==> src/sdm_pkg.sv <==
// Constants shared by the system interface clock DLL monitor
package sdm_pkg;

  // ----------------------------------------------------------------
  // Register indices (byte address is four times the index)
  // ----------------------------------------------------------------
  localparam logic [9:0] RX_TAP_IDX = 10'h096;
  localparam logic [9:0] RX_CS_IDX = 10'h097;
  localparam logic [9:0] TX_TAP_IDX = 10'h09a;
  localparam logic [9:0] TX_CS_IDX = 10'h09b;
  localparam logic [9:0] PAR_CFG_IDX = 10'h09c;
  localparam logic [9:0] PAR_TAP_IDX = 10'h09e;
  localparam logic [9:0] PAR_CS_IDX = 10'h09f;
  localparam logic [9:0] INT_STAT_IDX = 10'h0a0;
  localparam logic [9:0] INT_MASK_IDX = 10'h0a1;

  // ----------------------------------------------------------------
  // Field positions
  // ----------------------------------------------------------------
  localparam int CS_RUN_BIT = 0;
  localparam int CS_END_BIT = 2;
  localparam int CS_END_EVT_BIT = 5;
  localparam int CS_ACT_BIT = 7;
  localparam int CFG_RSV0_BIT = 0;
  localparam int CFG_RSV1_BIT = 1;
  localparam int CFG_BYPASS_BIT = 4;
  // Interrupt status: bits 2:0 clock activity, bits 5:3 delay end
  localparam int INT_ACT_LSB = 0;
  localparam int INT_END_LSB = 3;
  localparam int INT_W = 6;

  // ----------------------------------------------------------------
  // Reset values and delay line shape
  // ----------------------------------------------------------------
  localparam logic [7:0] CFG_RESET = 8'h00;
  localparam logic [5:0] MASK_RESET = 6'h00;
  localparam int TAP_W = 6;
  localparam logic [5:0] TAP_INIT = 6'h20;
  localparam logic [5:0] TAP_MAX = 6'h3f;
  localparam int HIST_W = 65;

endpackage : sdm_pkg

==> src/sdm_dll.sv <==
// One delay-locked loop channel, modelled on the system clock
`timescale 1ns/1ps
module sdm_dll (
  input wire logic pclk,
  input wire logic presetn,
  input wire logic link_clk,
  input wire logic sw_rst,
  input wire logic bypass,
  output logic [5:0] tap_q,
  output logic run_q,
  output logic at_end_q,
  output logic rise_q,
  output logic end_rise_q,
  output logic int_clk_q
);

  // ----------------------------------------------------------------
  // Link clock sampling
  // ----------------------------------------------------------------
  logic s1_q, s2_q, s3_q, lvl_q;
  logic [sdm_pkg::HIST_W-1:0] hist_q;
  wire agree = (s2_q == s3_q);
  wire rise_d = agree & s3_q & ~lvl_q;

  // Three stages; a level counts once stages two and three agree
  always_ff @(posedge pclk or negedge presetn) begin
    if (!presetn) begin
      s1_q <= 1'b0;
      s2_q <= 1'b0;
      s3_q <= 1'b0;
      lvl_q <= 1'b0;
      rise_q <= 1'b0;
    end else begin
      s1_q <= link_clk;
      s2_q <= s1_q;
      s3_q <= s2_q;
      if (agree) begin
        lvl_q <= s3_q;
      end
      rise_q <= rise_d;
    end
  end

  // ----------------------------------------------------------------
  // Phase detector and tap stepping
  // ----------------------------------------------------------------
  wire [6:0] tap_nxt_idx = {1'b0, tap_q} + 7'd1;
  wire tap_hi = hist_q[tap_q];
  wire tap_hi_next = hist_q[tap_nxt_idx];
  // Delayed edge lines up with a real edge: one full period of delay
  wire lock_now = tap_hi & ~tap_hi_next;
  wire step_up = tap_hi;
  wire hit_end = step_up ? (tap_q == sdm_pkg::TAP_MAX) : (tap_q == 6'h00);
  wire decide = rise_d & ~bypass;
  wire end_d = (decide && !lock_now) ? hit_end : at_end_q;

  // Delay line history, tap, lock and end flags
  always_ff @(posedge pclk or negedge presetn) begin
    if (!presetn) begin
      hist_q <= '0;
      tap_q <= sdm_pkg::TAP_INIT;
      run_q <= 1'b0;
      at_end_q <= 1'b0;
      end_rise_q <= 1'b0;
      int_clk_q <= 1'b0;
    end else if (sw_rst) begin
      // Software reset returns the loop to its start
      hist_q <= '0;
      tap_q <= sdm_pkg::TAP_INIT;
      run_q <= 1'b0;
      at_end_q <= 1'b0;
      end_rise_q <= 1'b0;
      int_clk_q <= 1'b0;
    end else begin
      hist_q <= {hist_q[sdm_pkg::HIST_W-2:0], lvl_q};
      if (decide) begin
        if (lock_now) begin
          run_q <= 1'b1;
        end else if (!hit_end) begin
          // One tap per decision, never past either end
          tap_q <= step_up ? tap_q + 6'd1 : tap_q - 6'd1;
        end
      end
      at_end_q <= end_d;
      end_rise_q <= end_d & ~at_end_q;
      // Bypass hands on the undelayed clock and freezes the loop
      int_clk_q <= bypass ? lvl_q : hist_q[tap_q];
    end
  end

endmodule : sdm_dll

==> src/sdm_top.sv <==
// Three interface clock DLLs with APB registers and interrupt
// What this block does
// - Any write to a DLL tap status register resets that DLL; data ignored.
// - Parallel DLL reset disrupts its interface until lock returns.
// - Lock status bit 0 sets when the phase detector first locks.
// - Lock bit stays set; only system or software reset clears it.
// - Bit 2 shows the DLL sits at a delay line end.
// - Bit 5 sets on each rise of the delay end bit.
// - Bit 5 clears after its control status register is read.
// - Receive bit 7 sets on receive clock rises, clears on read.
// - Transmit bit 7 sets on transmit clock rises, clears on read.
// - Parallel bit 7 sets on parallel clock rises, clears on read.
// - Bypass low: parallel DLL delays its clock for the internal clock.
// - Bypass high: DLL disabled, undelayed clock used.
// - Two reserved config bits are read/write, reset to zero.
//
// Chosen here: the APB slave port.
`timescale 1ns/1ps
module sdm_top (
  input wire logic pclk,
  input wire logic presetn,
  input wire logic psel,
  input wire logic penable,
  input wire logic pwrite,
  input wire logic [11:0] paddr,
  input wire logic [31:0] pwdata,
  output logic [31:0] prdata,
  output logic pready,
  output logic pslverr,
  input wire logic rx_interface_clock,
  input wire logic tx_interface_clock,
  input wire logic parallel_tx_clock,
  output logic rx_int_clk,
  output logic tx_int_clk,
  output logic par_int_clk,
  output logic irq
);

  // ----------------------------------------------------------------
  // DLL channels
  // ----------------------------------------------------------------
  logic [2:0] link_clk;
  logic [2:0] swrst_q;
  logic [7:0] cfg_q;
  logic [5:0] tap [3];
  logic [2:0] run, at_end, rise, end_rise, int_clk;
  logic [2:0] bypass;

  assign link_clk = {parallel_tx_clock, tx_interface_clock, rx_interface_clock};
  assign bypass = {cfg_q[sdm_pkg::CFG_BYPASS_BIT], 2'b00};
  assign rx_int_clk = int_clk[0];
  assign tx_int_clk = int_clk[1];
  assign par_int_clk = int_clk[2];

  // Each loop owns its own sampler and software reset; only pclk and presetn are shared
  for (genvar i = 0; i < 3; i++) begin : g_dll
    sdm_dll u_dll (
      .pclk(pclk),
      .presetn(presetn),
      .link_clk(link_clk[i]),
      .sw_rst(swrst_q[i]),
      .bypass(bypass[i]),
      .tap_q(tap[i]),
      .run_q(run[i]),
      .at_end_q(at_end[i]),
      .rise_q(rise[i]),
      .end_rise_q(end_rise[i]),
      .int_clk_q(int_clk[i])
    );
  end

  // ----------------------------------------------------------------
  // APB decode
  // ----------------------------------------------------------------
  wire [9:0] idx = paddr[11:2];
  wire access = psel & penable & pready;
  wire wr_acc = access & pwrite;
  wire rd_acc = access & ~pwrite;
  wire hit_rx_tap = (idx == sdm_pkg::RX_TAP_IDX);
  wire hit_rx_cs = (idx == sdm_pkg::RX_CS_IDX);
  wire hit_tx_tap = (idx == sdm_pkg::TX_TAP_IDX);
  wire hit_tx_cs = (idx == sdm_pkg::TX_CS_IDX);
  wire hit_cfg = (idx == sdm_pkg::PAR_CFG_IDX);
  wire hit_par_tap = (idx == sdm_pkg::PAR_TAP_IDX);
  wire hit_par_cs = (idx == sdm_pkg::PAR_CS_IDX);
  wire hit_ist = (idx == sdm_pkg::INT_STAT_IDX);
  wire hit_imask = (idx == sdm_pkg::INT_MASK_IDX);
  wire mapped = hit_rx_tap | hit_rx_cs | hit_tx_tap | hit_tx_cs | hit_cfg |
                hit_par_tap | hit_par_cs | hit_ist | hit_imask;
  wire [2:0] hit_tap = {hit_par_tap, hit_tx_tap, hit_rx_tap};
  wire [2:0] hit_cs = {hit_par_cs, hit_tx_cs, hit_rx_cs};

  // Write to a tap register is a reset command, value unused
  wire [2:0] swrst_d = (wr_acc && mapped) ? hit_tap : 3'b000;
  wire [2:0] cs_rd = (rd_acc && mapped) ? hit_cs : 3'b000;

  // ----------------------------------------------------------------
  // Sticky event bits
  // ----------------------------------------------------------------
  logic [2:0] act_q, dend_q;
  logic [5:0] ist_q, imask_q;
  wire ist_rd = rd_acc & hit_ist;
  wire [5:0] ist_set = {end_rise, rise};
  // Set beats clear so an event in the read cycle survives
  wire [2:0] act_d = (act_q & ~cs_rd) | rise;
  wire [2:0] dend_d = (dend_q & ~cs_rd) | end_rise;
  wire [5:0] ist_d = (ist_rd ? 6'h00 : ist_q) | ist_set;
  // Next mask, so the interrupt never lags a mask write by a cycle
  wire [5:0] imask_d = (wr_acc && hit_imask) ? pwdata[5:0] : imask_q;

  // Event bits and interrupt status
  always_ff @(posedge pclk or negedge presetn) begin
    if (!presetn) begin
      act_q <= 3'b000;
      dend_q <= 3'b000;
      ist_q <= 6'h00;
      irq <= 1'b0;
    end else begin
      act_q <= act_d;
      dend_q <= dend_d;
      ist_q <= ist_d;
      irq <= |(ist_d & imask_d);
    end
  end

  // ----------------------------------------------------------------
  // Writable registers
  // ----------------------------------------------------------------
  // Config keeps bypass and the two reserved bits only
  localparam logic [7:0] CFG_WMASK = 8'h13;

  always_ff @(posedge pclk or negedge presetn) begin
    if (!presetn) begin
      cfg_q <= sdm_pkg::CFG_RESET;
      imask_q <= sdm_pkg::MASK_RESET;
      swrst_q <= 3'b000;
    end else begin
      swrst_q <= swrst_d;
      if (wr_acc && hit_cfg) begin
        cfg_q <= pwdata[7:0] & CFG_WMASK;
      end
      if (wr_acc && hit_imask) begin
        imask_q <= pwdata[5:0];
      end
    end
  end

  // ----------------------------------------------------------------
  // Read mux
  // ----------------------------------------------------------------
  function automatic logic [7:0] cs_byte(input logic act, input logic dend,
                                         input logic ae, input logic rn);
    logic [7:0] b;
    b = 8'h00;
    b[sdm_pkg::CS_ACT_BIT] = act;
    b[sdm_pkg::CS_END_EVT_BIT] = dend;
    b[sdm_pkg::CS_END_BIT] = ae;
    b[sdm_pkg::CS_RUN_BIT] = rn;
    return b;
  endfunction : cs_byte

  wire [7:0] rx_cs = cs_byte(act_q[0], dend_q[0], at_end[0], run[0]);
  wire [7:0] tx_cs = cs_byte(act_q[1], dend_q[1], at_end[1], run[1]);
  wire [7:0] par_cs = cs_byte(act_q[2], dend_q[2], at_end[2], run[2]);
  wire [7:0] rd_byte =
    hit_rx_tap ? {2'b00, tap[0]} :
    hit_tx_tap ? {2'b00, tap[1]} :
    hit_par_tap ? {2'b00, tap[2]} :
    hit_rx_cs ? rx_cs :
    hit_tx_cs ? tx_cs :
    hit_par_cs ? par_cs :
    hit_cfg ? cfg_q :
    hit_ist ? {2'b00, ist_q} :
    hit_imask ? {2'b00, imask_q} : 8'h00;

  // One wait state: data and ready come from flops a cycle into the access phase
  always_ff @(posedge pclk or negedge presetn) begin
    if (!presetn) begin
      pready <= 1'b0;
      prdata <= 32'h0000_0000;
      pslverr <= 1'b0;
    end else begin
      pready <= psel & penable & ~pready;
      if (psel && penable && !pready) begin
        prdata <= pwrite ? 32'h0000_0000 : {24'h00_0000, rd_byte};
        pslverr <= ~mapped;
      end else if (access) begin
        pslverr <= 1'b0;
      end
    end
  end

endmodule : sdm_top

==> config.mk <==
export PLATFORM = sky130hd
export DESIGN_NAME = sdm_top
export DESIGN_NICKNAME = d
export VERILOG_FILES = /design/src/sdm_pkg.sv /design/src/sdm_dll.sv /design/src/sdm_top.sv
export SDC_FILE = /design/constraint.sdc
export NUM_CORES = 1
export LEC_CHECK = 0
export BUFFER_PORTS_ARGS = -buffer_cell sky130_fd_sc_hd__buf_2
export CAP_MARGIN = 40
export CORE_ASPECT_RATIO = 0.8
export CORE_UTILIZATION = 55
export CTS_CLUSTER_DIAMETER = 80
export DETAILED_ROUTE_END_ITERATION = 12
export PLACE_DENSITY = 0.82
export SLEW_MARGIN = 20
export SYNTH_ARGS = -nofsm -noshare
export SYNTH_HDL_FRONTEND = slang
export SYNTH_SLANG_ARGS = --single-unit
==> constraint.sdc <==
create_clock -name pclk -period 4.4 [get_ports pclk]
set_clock_uncertainty 0.15 [all_clocks]
set_input_delay 0.44 -clock pclk [delete_from_list [all_inputs] [get_ports pclk]]
set_output_delay 0.44 -clock pclk [all_outputs]
set_load 0.02 [all_outputs]
# Yosys cells after proc, flatten, opt, wreduce, memory -nomap -nowiden
# Index checks and enable logic that the tools add are counted.
[totals]
ff_bits = 299
in_bits = 52
[op_classes]
addsub = 9
order_cmp = 6
eq_ne = 21
mux = 71
bitwise = 47
reduce_logical = 30
[ops]
columns = ["op", "n"]
rows = [
  ["65-bit 2-to-1 mux", 3],
  ["6-bit 2-to-1 mux", 20],
  ["10-bit by 8-bit == test with 1-bit output (second input constant)", 9],
  ["8-bit 2-to-1 mux", 7],
  ["1-bit 2-to-1 mux", 33],
  ["6-bit by 8-bit < comparator with 1-bit output (second input constant)", 3],
  ["7-bit by 8-bit < comparator with 1-bit output (second input constant)", 3],
  ["6-bit by 1-bit adder with 7-bit output (second input constant)", 3],
  ["1-bit binary-select mux with 7-bit select", 3],
  ["1-bit AND", 19],
  ["6-bit by 1-bit adder with 6-bit output (second input constant)", 3],
  ["1-bit binary-select mux with 6-bit select", 3],
  ["6-bit == test (second input constant)", 3],
  ["6-bit zero test", 3],
  ["6-bit by 1-bit subtractor with 6-bit output (second input constant)", 3],
  ["2-bit nonzero test", 7],
  ["1-bit inverter", 13],
  ["2-bit inequality test (second input constant)", 6],
  ["1-bit logical AND", 9],
  ["3-bit AND reduction", 3],
  ["1-bit bitwise OR", 8],
  ["3-bit AND", 2],
  ["6-bit AND", 1],
  ["3-bit 2-to-1 mux", 2],
  ["7 further kinds", 15],
]

# Depth between registers and ports, before layout
# Gate-level depths: netlist (run 1).
[depth]
word_depth = 14
ltp_mapped = 17

# Hierarchy
# A second synthesis (run 1) with hierarchy kept.
[hier_totals]
cells_unflattened = 1275
hier_area_um2 = 15035.7
[modules_own_cells]
columns = ["mod", "n_inst", "cells_per_inst", "area_each_um2", "seq_area_each_um2"]
rows = [
  ["sdm_dll (g_dll[1].u_dll ...)", 2, 350, 4312.9, 2003.2],
  ["sdm_dll (g_dll[0].u_dll)", 1, 342, 4227.8, 2003.2],
  ["sdm_top", 1, 233, 2182.1, 850.8],
]

# Worst setup path before layout (run 1)
# No wires, ideal clock.
[synth_timing]
path_kind = "flip-flop to flip-flop"
startpoint = "register g_dll[0].u_dll.tap_q[0]"
endpoint = "register g_dll[0].u_dll.tap_q[0]"
arrival_time_ns = 3.779
required_time_ns = 4.125
slack_ns = 0.346
stages_incl_launch_ff = 17
path_cell_list = "dfrtp_1 buf_6 buf_12 buf_4 buf_4 buf_4 inv_1 ha_1 buf_6 buf_6 mux4_2 mux4_2 mux2_4 a32oi_2 o21ai_4 o221ai_4 mux2_4"
[synth_via]
elab_chain_len = 7
[synth_lines]
columns = ["element", "line_no", "source"]
rows = [
  ["from (decl)", "sdm_dll.sv:9", "output logic [5:0] tap_q,"],
  ["from (signal assigned)", "sdm_dll.sv:61", "tap_q <= sdm_pkg::TAP_INIT;"],
  ["from (signal assigned)", "sdm_dll.sv:69", "tap_q <= sdm_pkg::TAP_INIT;"],
  ["from (signal assigned)", "sdm_dll.sv:81", "tap_q <= step_up ? tap_q + 6'd1 : tap_q - 6'd1;"],
  ["6-bit by 1-bit adder with 7-bit output or 1-bit binary-select mux with 6-bit select (tied branches)", "sdm_dll.sv:47, sdm_dll.sv:48", ""],
  ["1-bit binary-select mux with 7-bit select or 1-bit 2-to-1 mux (tied branches)", "sdm_dll.sv:49, sdm_dll.sv:48", ""],
  ["1-bit 2-to-1 mux (implied by the code) or 6-bit 2-to-1 mux (tied branches)", "sdm_dll.sv:49, sdm_dll.sv:81", ""],
  ["1-bit inverter or 6-bit 2-to-1 mux (tied branches)", "sdm_dll.sv:51, sdm_dll.sv:79", ""],
  ["1-bit AND or 6-bit 2-to-1 mux (tied branches)", "sdm_dll.sv:51, sdm_dll.sv:77", ""],
  ["2-bit inequality test (no line) or 6-bit 2-to-1 mux (tied branches)", "-", ""],
  ["3-bit AND reduction (no line) or 6-bit 2-to-1 mux (tied branches)", "-", ""],
]
# Parallel ways exist; a longest one is shown, timed or not. The select of a mux whose other input is x is not followed.
# A chain may end at the register's enable or synchronous reset.

# Worst setup path in the final report (run 1)
[layout_timing]
startpoint = "register g_dll[0].u_dll.tap_q[0]"
endpoint = "register g_dll[0].u_dll.tap_q[5]"
# Same word-level chain as after synthesis.

==> flow_summary.ini, run 1 <==
[run_status]
status = completed

[worst_setup_path]
worstSetupPathType = reg -> reg
cp_slowest_cell = dfrtp_2
cp.arrival_ps = 4430
crit_path_start_kind = flop
cp-end-kind = flop
max_stage_delay_ps = 690
cp_cell_sequence = buf_4, mux4_2, and2_4, a2111oi_4, nor3_2, nor2_1, ha_1, a21o_1, a21oi_1, o21bai_1, a21oi_1, a21o_1, a211o_1, o31a_1
cp.required_ps = 4740
cp_max_fo = 19
r2r_slack_ps = 300

[job]
drv_cap = 0

[layout]
diodes = 0
final_nets = 1279
drive_above_1_share_pct = 20.88
n_fill_cell = 1928
final_util_pct = 62.47
register_area_um2 = 6870
synthToLayoutAreaGrowth_pct = 10.38
multi_input_area_um2 = 7023

[timing]
fmax_ghz = 0.2441
setup_viol = 0
worstMarginPinSlew_ps = 791.1
layout_min_cycle_time_ps = 4097
period_share_pct = 93.11
hold_viol_final = 0
maxSlewViolCount = 0
rsz0062_at_grt = false
setup_tns_ps = 0
relSlewSlack_pct = 46.86
hold_ws_ps = 25.59

[clocking]
htree_num_levels = 1
cts_buffer_depth = 3
cts_buffers = 29
root_buffer = clkbuf_16
cts.sinks = 274
cts.clk_slew.worst_paths_ps = 70
clock_latency_ps = 560
cts_tree = done

[synth]
synth-edff-count = 0
synthCells = 1168
synth-main-ff-cell = dfrtp_1
avgSynthCellArea_um2 = 12.39
ys_warn_count = 0
postSynth.asyncResetShare_pct = 100.0
syn_area_um2 = 14470
ys_seq_area_share_pct = 47.41
synth_seq_cells = 274
yosysUniqueCellTypes = 95

[floorplan]
core_um2 = 25570
die_w_um = 183.3
fp.dieH_um = 147.1
die_area_um2 = 26970
row_count = 52
start_util_pct = 56.59
io_pins = 90

[grt]
grt_remaining_overflow = 0
grt_pass1_vias = 9318
grt_util_all_layers_pct = 22.98
antenna_found_initial = 0
grt_pass1_wl_um = 49610
grt_max_degree = 105

[placement]
routabilityCongestion = 0.9908
dpl.hpwl_um = 20460
port_buffers = 36

[min_path]
hp-class = in -> reg

[power]
p_per_area_nw_per_um2 = 712.5
p_leak_nw = 7.175
power.total_mw = 11.38
irDropWorstVdd_v = 0.0004811

[route]
dr.first_iter.drc_count = 863
vias = 9381
ant_nets = 0
wl_um = 29870
viasPerCell = 5.949
wl_per_cell_um = 18.94
drc_errors = 0
drtPass1Iterations = 5
==> logic make-up after synthesis <==
kind of cell / Yosys count / synth area share (%)
xor gates and xnor gates: 23 / 1.496
adders and majority gates: 24 / 2.231
buffers and inverters: 117 / 4.678
and+or+nand+nor: 401 / 15.79
DFF: 274 / 47.41
AOI/OAI and AO/OA: 159 / 8.863
other: 1 / 0.02592
muxes: 169 / 19.51
==> cell usage after synthesis, types with 4 or more instances <==
cell type / count / share of area [%]
nand2b_1: 9 / 0.39
nand4_1: 5 / 0.22
buf_4: 33 / 1.7
a222oi_1: 4 / 0.28
dfrtp_1: 271 / 47
nand3_1: 21 / 0.73
nor2_1: 44 / 1.1
o22ai_1: 8 / 0.35
xor2_1: 8 / 0.48
mux4_2: 72 / 11
xnor2_1: 13 / 0.79
or2_2: 4 / 0.17
clkbuf_1: 32 / 0.83
nand2_1: 52 / 1.3
mux4_1: 10 / 1.8
buf_6: 7 / 0.54
a21o_1: 24 / 1.2
mux2i_1: 51 / 3.5
and2_1: 8 / 0.35
inv_1: 24 / 0.62
a22o_1: 13 / 0.79
ha_1: 21 / 1.8
nor3_1: 13 / 0.45
o211ai_1: 5 / 0.26
a22oi_1: 18 / 0.93
buf_2: 14 / 0.48
and3_1: 4 / 0.17
a21oi_1: 31 / 1.1
o21ai_0: 8 / 0.28
mux2_4: 6 / 0.62
mux2_2: 29 / 2.3
nor4_1: 7 / 0.30
nor2b_1: 211 / 9.1
==> sequential cells by signal, indices dropped and copies added, names as in the netlist, 6 cells and up <==
name                cells
ist_q                   6
imask_q                 6
g_dll.u_dll.tap_q      18
prdata                  7
g_dll.u_dll.hist_q    195
==> area by class of cell <==
class / count / share of cell area [%]
sequential: 274 / 43.01
multi-input combinational: 801 / 43.97
clock buffer: 40 / 5.178
clock inverter: 14 / 1.057
tap: 351 / 2.749
inverter: 25 / 0.5875
timing repair buffer: 72 / 3.447
==> cells in the final DEF, fill, tap and decap left out, drive strengths merged, types with 5 or more instances in the layout <==
cell         instances
nand2b               9
nor2                44
nand2               52
dfrtp              271
nand4                5
mux2                36
dlygate4sd3          7
conb                25
buf                 65
ha                  21
mux2i               51
clkinv               5
a22oi               18
xnor2               14
nor4                 8
mux4                82
and2                 9
o21ai               10
nor3                14
nand3               21
clkbuf              40
nor2b              211
a22o                13
xor2                 9
o22ai                8
inv                 27
o211ai               5
a21oi               32
a21o                24
==> worst max-delay path, delay by kind of cell (launching register included) <==
kind / cells / cell delay [ps]
and+or+nand+nor: 3 / 650
AOI/OAI and AO/OA: 8 / 1440
adders and majority gates: 1 / 320
DFF: 1 / 690
buffers and inverters: 1 / 290
muxes: 1 / 510
==> worst paths after layout <==
kind                                    startpoint                         to  cells after the start
hold / removal                           pwdata[2]                 imask_q[2]                      2
max in group asynchronous                  presetn                 swrst_q[0]                      3
min in group asynchronous                  presetn  g_dll[0].u_dll.hist_q[49]                      2
hold reg to reg                g_dll[1].u_dll.s1_q        g_dll[1].u_dll.s2_q                      0
setup / recovery           g_dll[0].u_dll.tap_q[0]    g_dll[0].u_dll.tap_q[5]                     14
setup reg to reg           g_dll[0].u_dll.tap_q[0]    g_dll[0].u_dll.tap_q[5]                     14
==> timing repair <==
action / in CTS / in global routing
buffers inserted: 0 / 0
hold buffers: 7 / 0
resized for setup: 0 / 1
endpoints found under the setup margin: 0 / 1
hold endpoints to repair: 93 / 0
==> routing by layer <==
| layer | up-vias | GRT usage (%) | wire, µm |
|---|---|---|---|
| met5 | - | 0 | 0 |
| met4 | 0 | 5.458 | 554 |
| met3 | 40 | 3.099 | 1768 |
| met2 | 335 | 33.61 | 13110 |
| met1 | 4768 | 36.44 | 14440 |
| li1 | 4238 | - | - |
==> power breakdown <==
part | internal [mW] | switching, mW
sequential | 2.90 | 0.547
clock | 1.50 | 1.01
combinational | 2.76 | 2.66
total | 7.16 | 4.22
==> metrics by stage <==
| stage | cells | area, µm² | setup slack (ps) |
|---|---|---|---|
| after floorplan | 1192 | 14560 | 345.9 |
| after global routing | 1577 | 15970 | 104.7 |
| after global placement | 1515 | 14900 | 350.7 |
| after detailed placement | 1516 | 14900 | 277.8 |
| final | 1577 | 15970 | 303.4 |
| after CTS | 1577 | 15970 | 252.4 |
No activity file was read; power rests on OpenSTA's default activity.
==> run 2, diff against run 1 <==
--- a/config.mk
+++ b/config.mk
@@ -12,6 +12,7 @@
 export CTS_CLUSTER_DIAMETER = 80
 export DETAILED_ROUTE_END_ITERATION = 12
 export PLACE_DENSITY = 0.82
+export RECOVER_POWER = 100
 export SLEW_MARGIN = 20
 export SYNTH_ARGS = -nofsm -noshare
 export SYNTH_HDL_FRONTEND = slang
==> run 2 against run 1 <==
Against the previous run:
- die area unchanged
- clock power about the same
- worst hold slack worse by 3.5 ps
- sequential power is essentially flat
- worst setup slack worse by 19 ps
- sequential cell count stayed put
- global-route usage unchanged
- critical path type unchanged
- sequential share of layout area increased by 0.32 points
- the flow now finishes with violations (capacitance limit, slew limit)
- core utilization fell by 0.49 points
==> flow_summary.ini, run 2 (same netlist as run 1, synthesis figures left out) <==
[clocking]
root_buffer = clkbuf_16
cts.clk_slew.worst_paths_ps = 70
cts_tree = done
postCtsSetupBuffers = 0
htree_num_levels = 1
clock_latency_ps = 550
cts_buffer_depth = 3
cts_buffers = 29
cts.sinks = 274

[timing]
layout_min_cycle_time_ps = 4115
period_share_pct = 93.53
hold_viol_final = 0
relSlewSlack_pct = -48.40
setup_tns_ps = 0
hold_ws_ps = 22.04
fmax_ghz = 0.2430
setup_slack_ps = 284.8
worstMarginPinSlew_ps = 2226
rsz0062_at_grt = false
setup_viol = 0
maxSlewViolCount = 217

[worst_setup_path]
crit_family = compound AO/OA/AOI/OAI gates
critPathBufInv = 1
cp.arrival_ps = 4450
max_stage_delay_ps = 690
cp-end-kind = flop
crit_path_start_kind = flop
cp_max_fo = 19
worstSetupPathType = reg -> reg
cp_slowest_cell = dfrtp_2
cp.required_ps = 4740
cp_cell_sequence = buf_4, mux4_2, and2_4, a2111oi_4, nor3_2, nor2_1, ha_1, a21o_1, a21oi_1, o21bai_1, a21oi_1, a21o_1, a211o_1, o31a_1

[layout]
register_area_um2 = 6867
largest_register_ffs = 195
multi_input_area_um2 = 6974
largest-register = g_dll.u_dll.hist_q
final_nets = 1279
synthToLayoutAreaGrowth_pct = 9.520
diodes = 0
final_area_um2 = 15850
n_fill_cell = 1953
final_util_pct = 61.98
mostFrequentLayoutCells = dfrtp_1, nor2b_1, mux4_2
drive_above_1_share_pct = 18.27
final_common_cell = dfrtp_1
reg_top3 = g_dll.u_dll.hist_q (195), g_dll.u_dll.tap_q (18), prdata (7)

[route]
ant_nets = 0
wl_per_cell_um = 18.91
drc_errors = 0
vias = 9389
drtPass1Iterations = 6
viasPerCell = 5.954
dr.first_iter.drc_count = 908
wl_um = 29820

[grt]
antenna_found_initial = 0
grt_pass1_wl_um = 49610
grt_max_degree = 105
grt_remaining_overflow = 0
grt_util_all_layers_pct = 22.98
grt_pass1_vias = 9318

[floorplan]
start_util_pct = 56.59
die_w_um = 183.3
fp.dieH_um = 147.1
io_pins = 90
core_um2 = 25570
die_area_um2 = 26970
row_count = 52

[placement]
port_buffers = 36
routabilityCongestion = 0.9908
place_ws_ps = 277.8
dpl.hpwl_um = 20460
dpl_cell_area_um2 = 14900

[min_path]
hp-class = in -> reg

[power]
p_leak_nw = 7.091
p_per_area_nw_per_um2 = 710.2
irDropWorstVdd_v = 0.0004323

[job]
drv_cap = 4

[run_status]
status = finished, violations left
violations = capacitance limit, slew limit
## run 2: cell count changes in the layout (fill, tap and decap cells not counted), moves of 2 or more
| cell | delta |
|---|---|
| buf_12 | -2 |
| buf_2 | -15 |
| buf_4 | -5 |
| clkbuf_1 | +18 |
| clkbuf_2 | +4 |
| dfrtp_1 | +3 |
| dfrtp_2 | -3 |
| mux2_1 | +7 |
| mux2_2 | -6 |
## run 2: path summary, 6_finish.rpt
kind                                          from                   endpoint  slack [ps]  cells after the start
setup / recovery           g_dll[0].u_dll.tap_q[0]    g_dll[0].u_dll.tap_q[5]         280                     14
hold / removal                           pwdata[2]                 imask_q[2]          20                      2
setup reg to reg           g_dll[0].u_dll.tap_q[0]    g_dll[0].u_dll.tap_q[5]         280                     14
hold reg to reg                g_dll[1].u_dll.s1_q        g_dll[1].u_dll.s2_q         200                      0
max in group asynchronous                  presetn    g_dll[1].u_dll.tap_q[1]         980                      3
min in group asynchronous                  presetn  g_dll[0].u_dll.hist_q[49]         950                      2
## run 2: layout make-up
cell class | count | share of cell area, %
Timing Repair Buffer | 72 | 3.016
Sequential cell | 274 | 43.33
Inverter | 25 | 0.5921
Clock inverter | 14 | 1.066
Tap cell | 351 | 2.771
Clock buffer | 40 | 5.219
Multi-Input combinational cell | 801 | 44.01
## run 2: what timing repair did
item,in CTS,in global routing
hold buffers,7,0
endpoints found under the hold margin,93,0
setup endpoints to repair,0,1
gates resized for setup,0,1
## run 2: report_power, final
group	total (mW)	internal, mW	switching, mW
combinational	5.30	2.67	2.63
clock	2.51	1.50	1.01
sequential	3.45	2.90	0.547
## run 2: layer usage
metal / track usage (%) / up-vias / routed length, µm
met3: 3.099 / 40 / 1900
met4: 5.458 / 0 / 510
met1: 36.44 / 4734 / 14280
li1: - / 4252 / -
met5: 0 / - / 0
met2: 33.61 / 363 / 13130
## run 2: metrics by stage
step           instances  total power, mW
2_1_floorplan       1192            7.761
3_3_place_gp        1515            8.680
3_5_place_dp        1516            8.855
4_1_cts             1577            11.39
5_1_grt             1577            11.91
6_report            1577            11.26
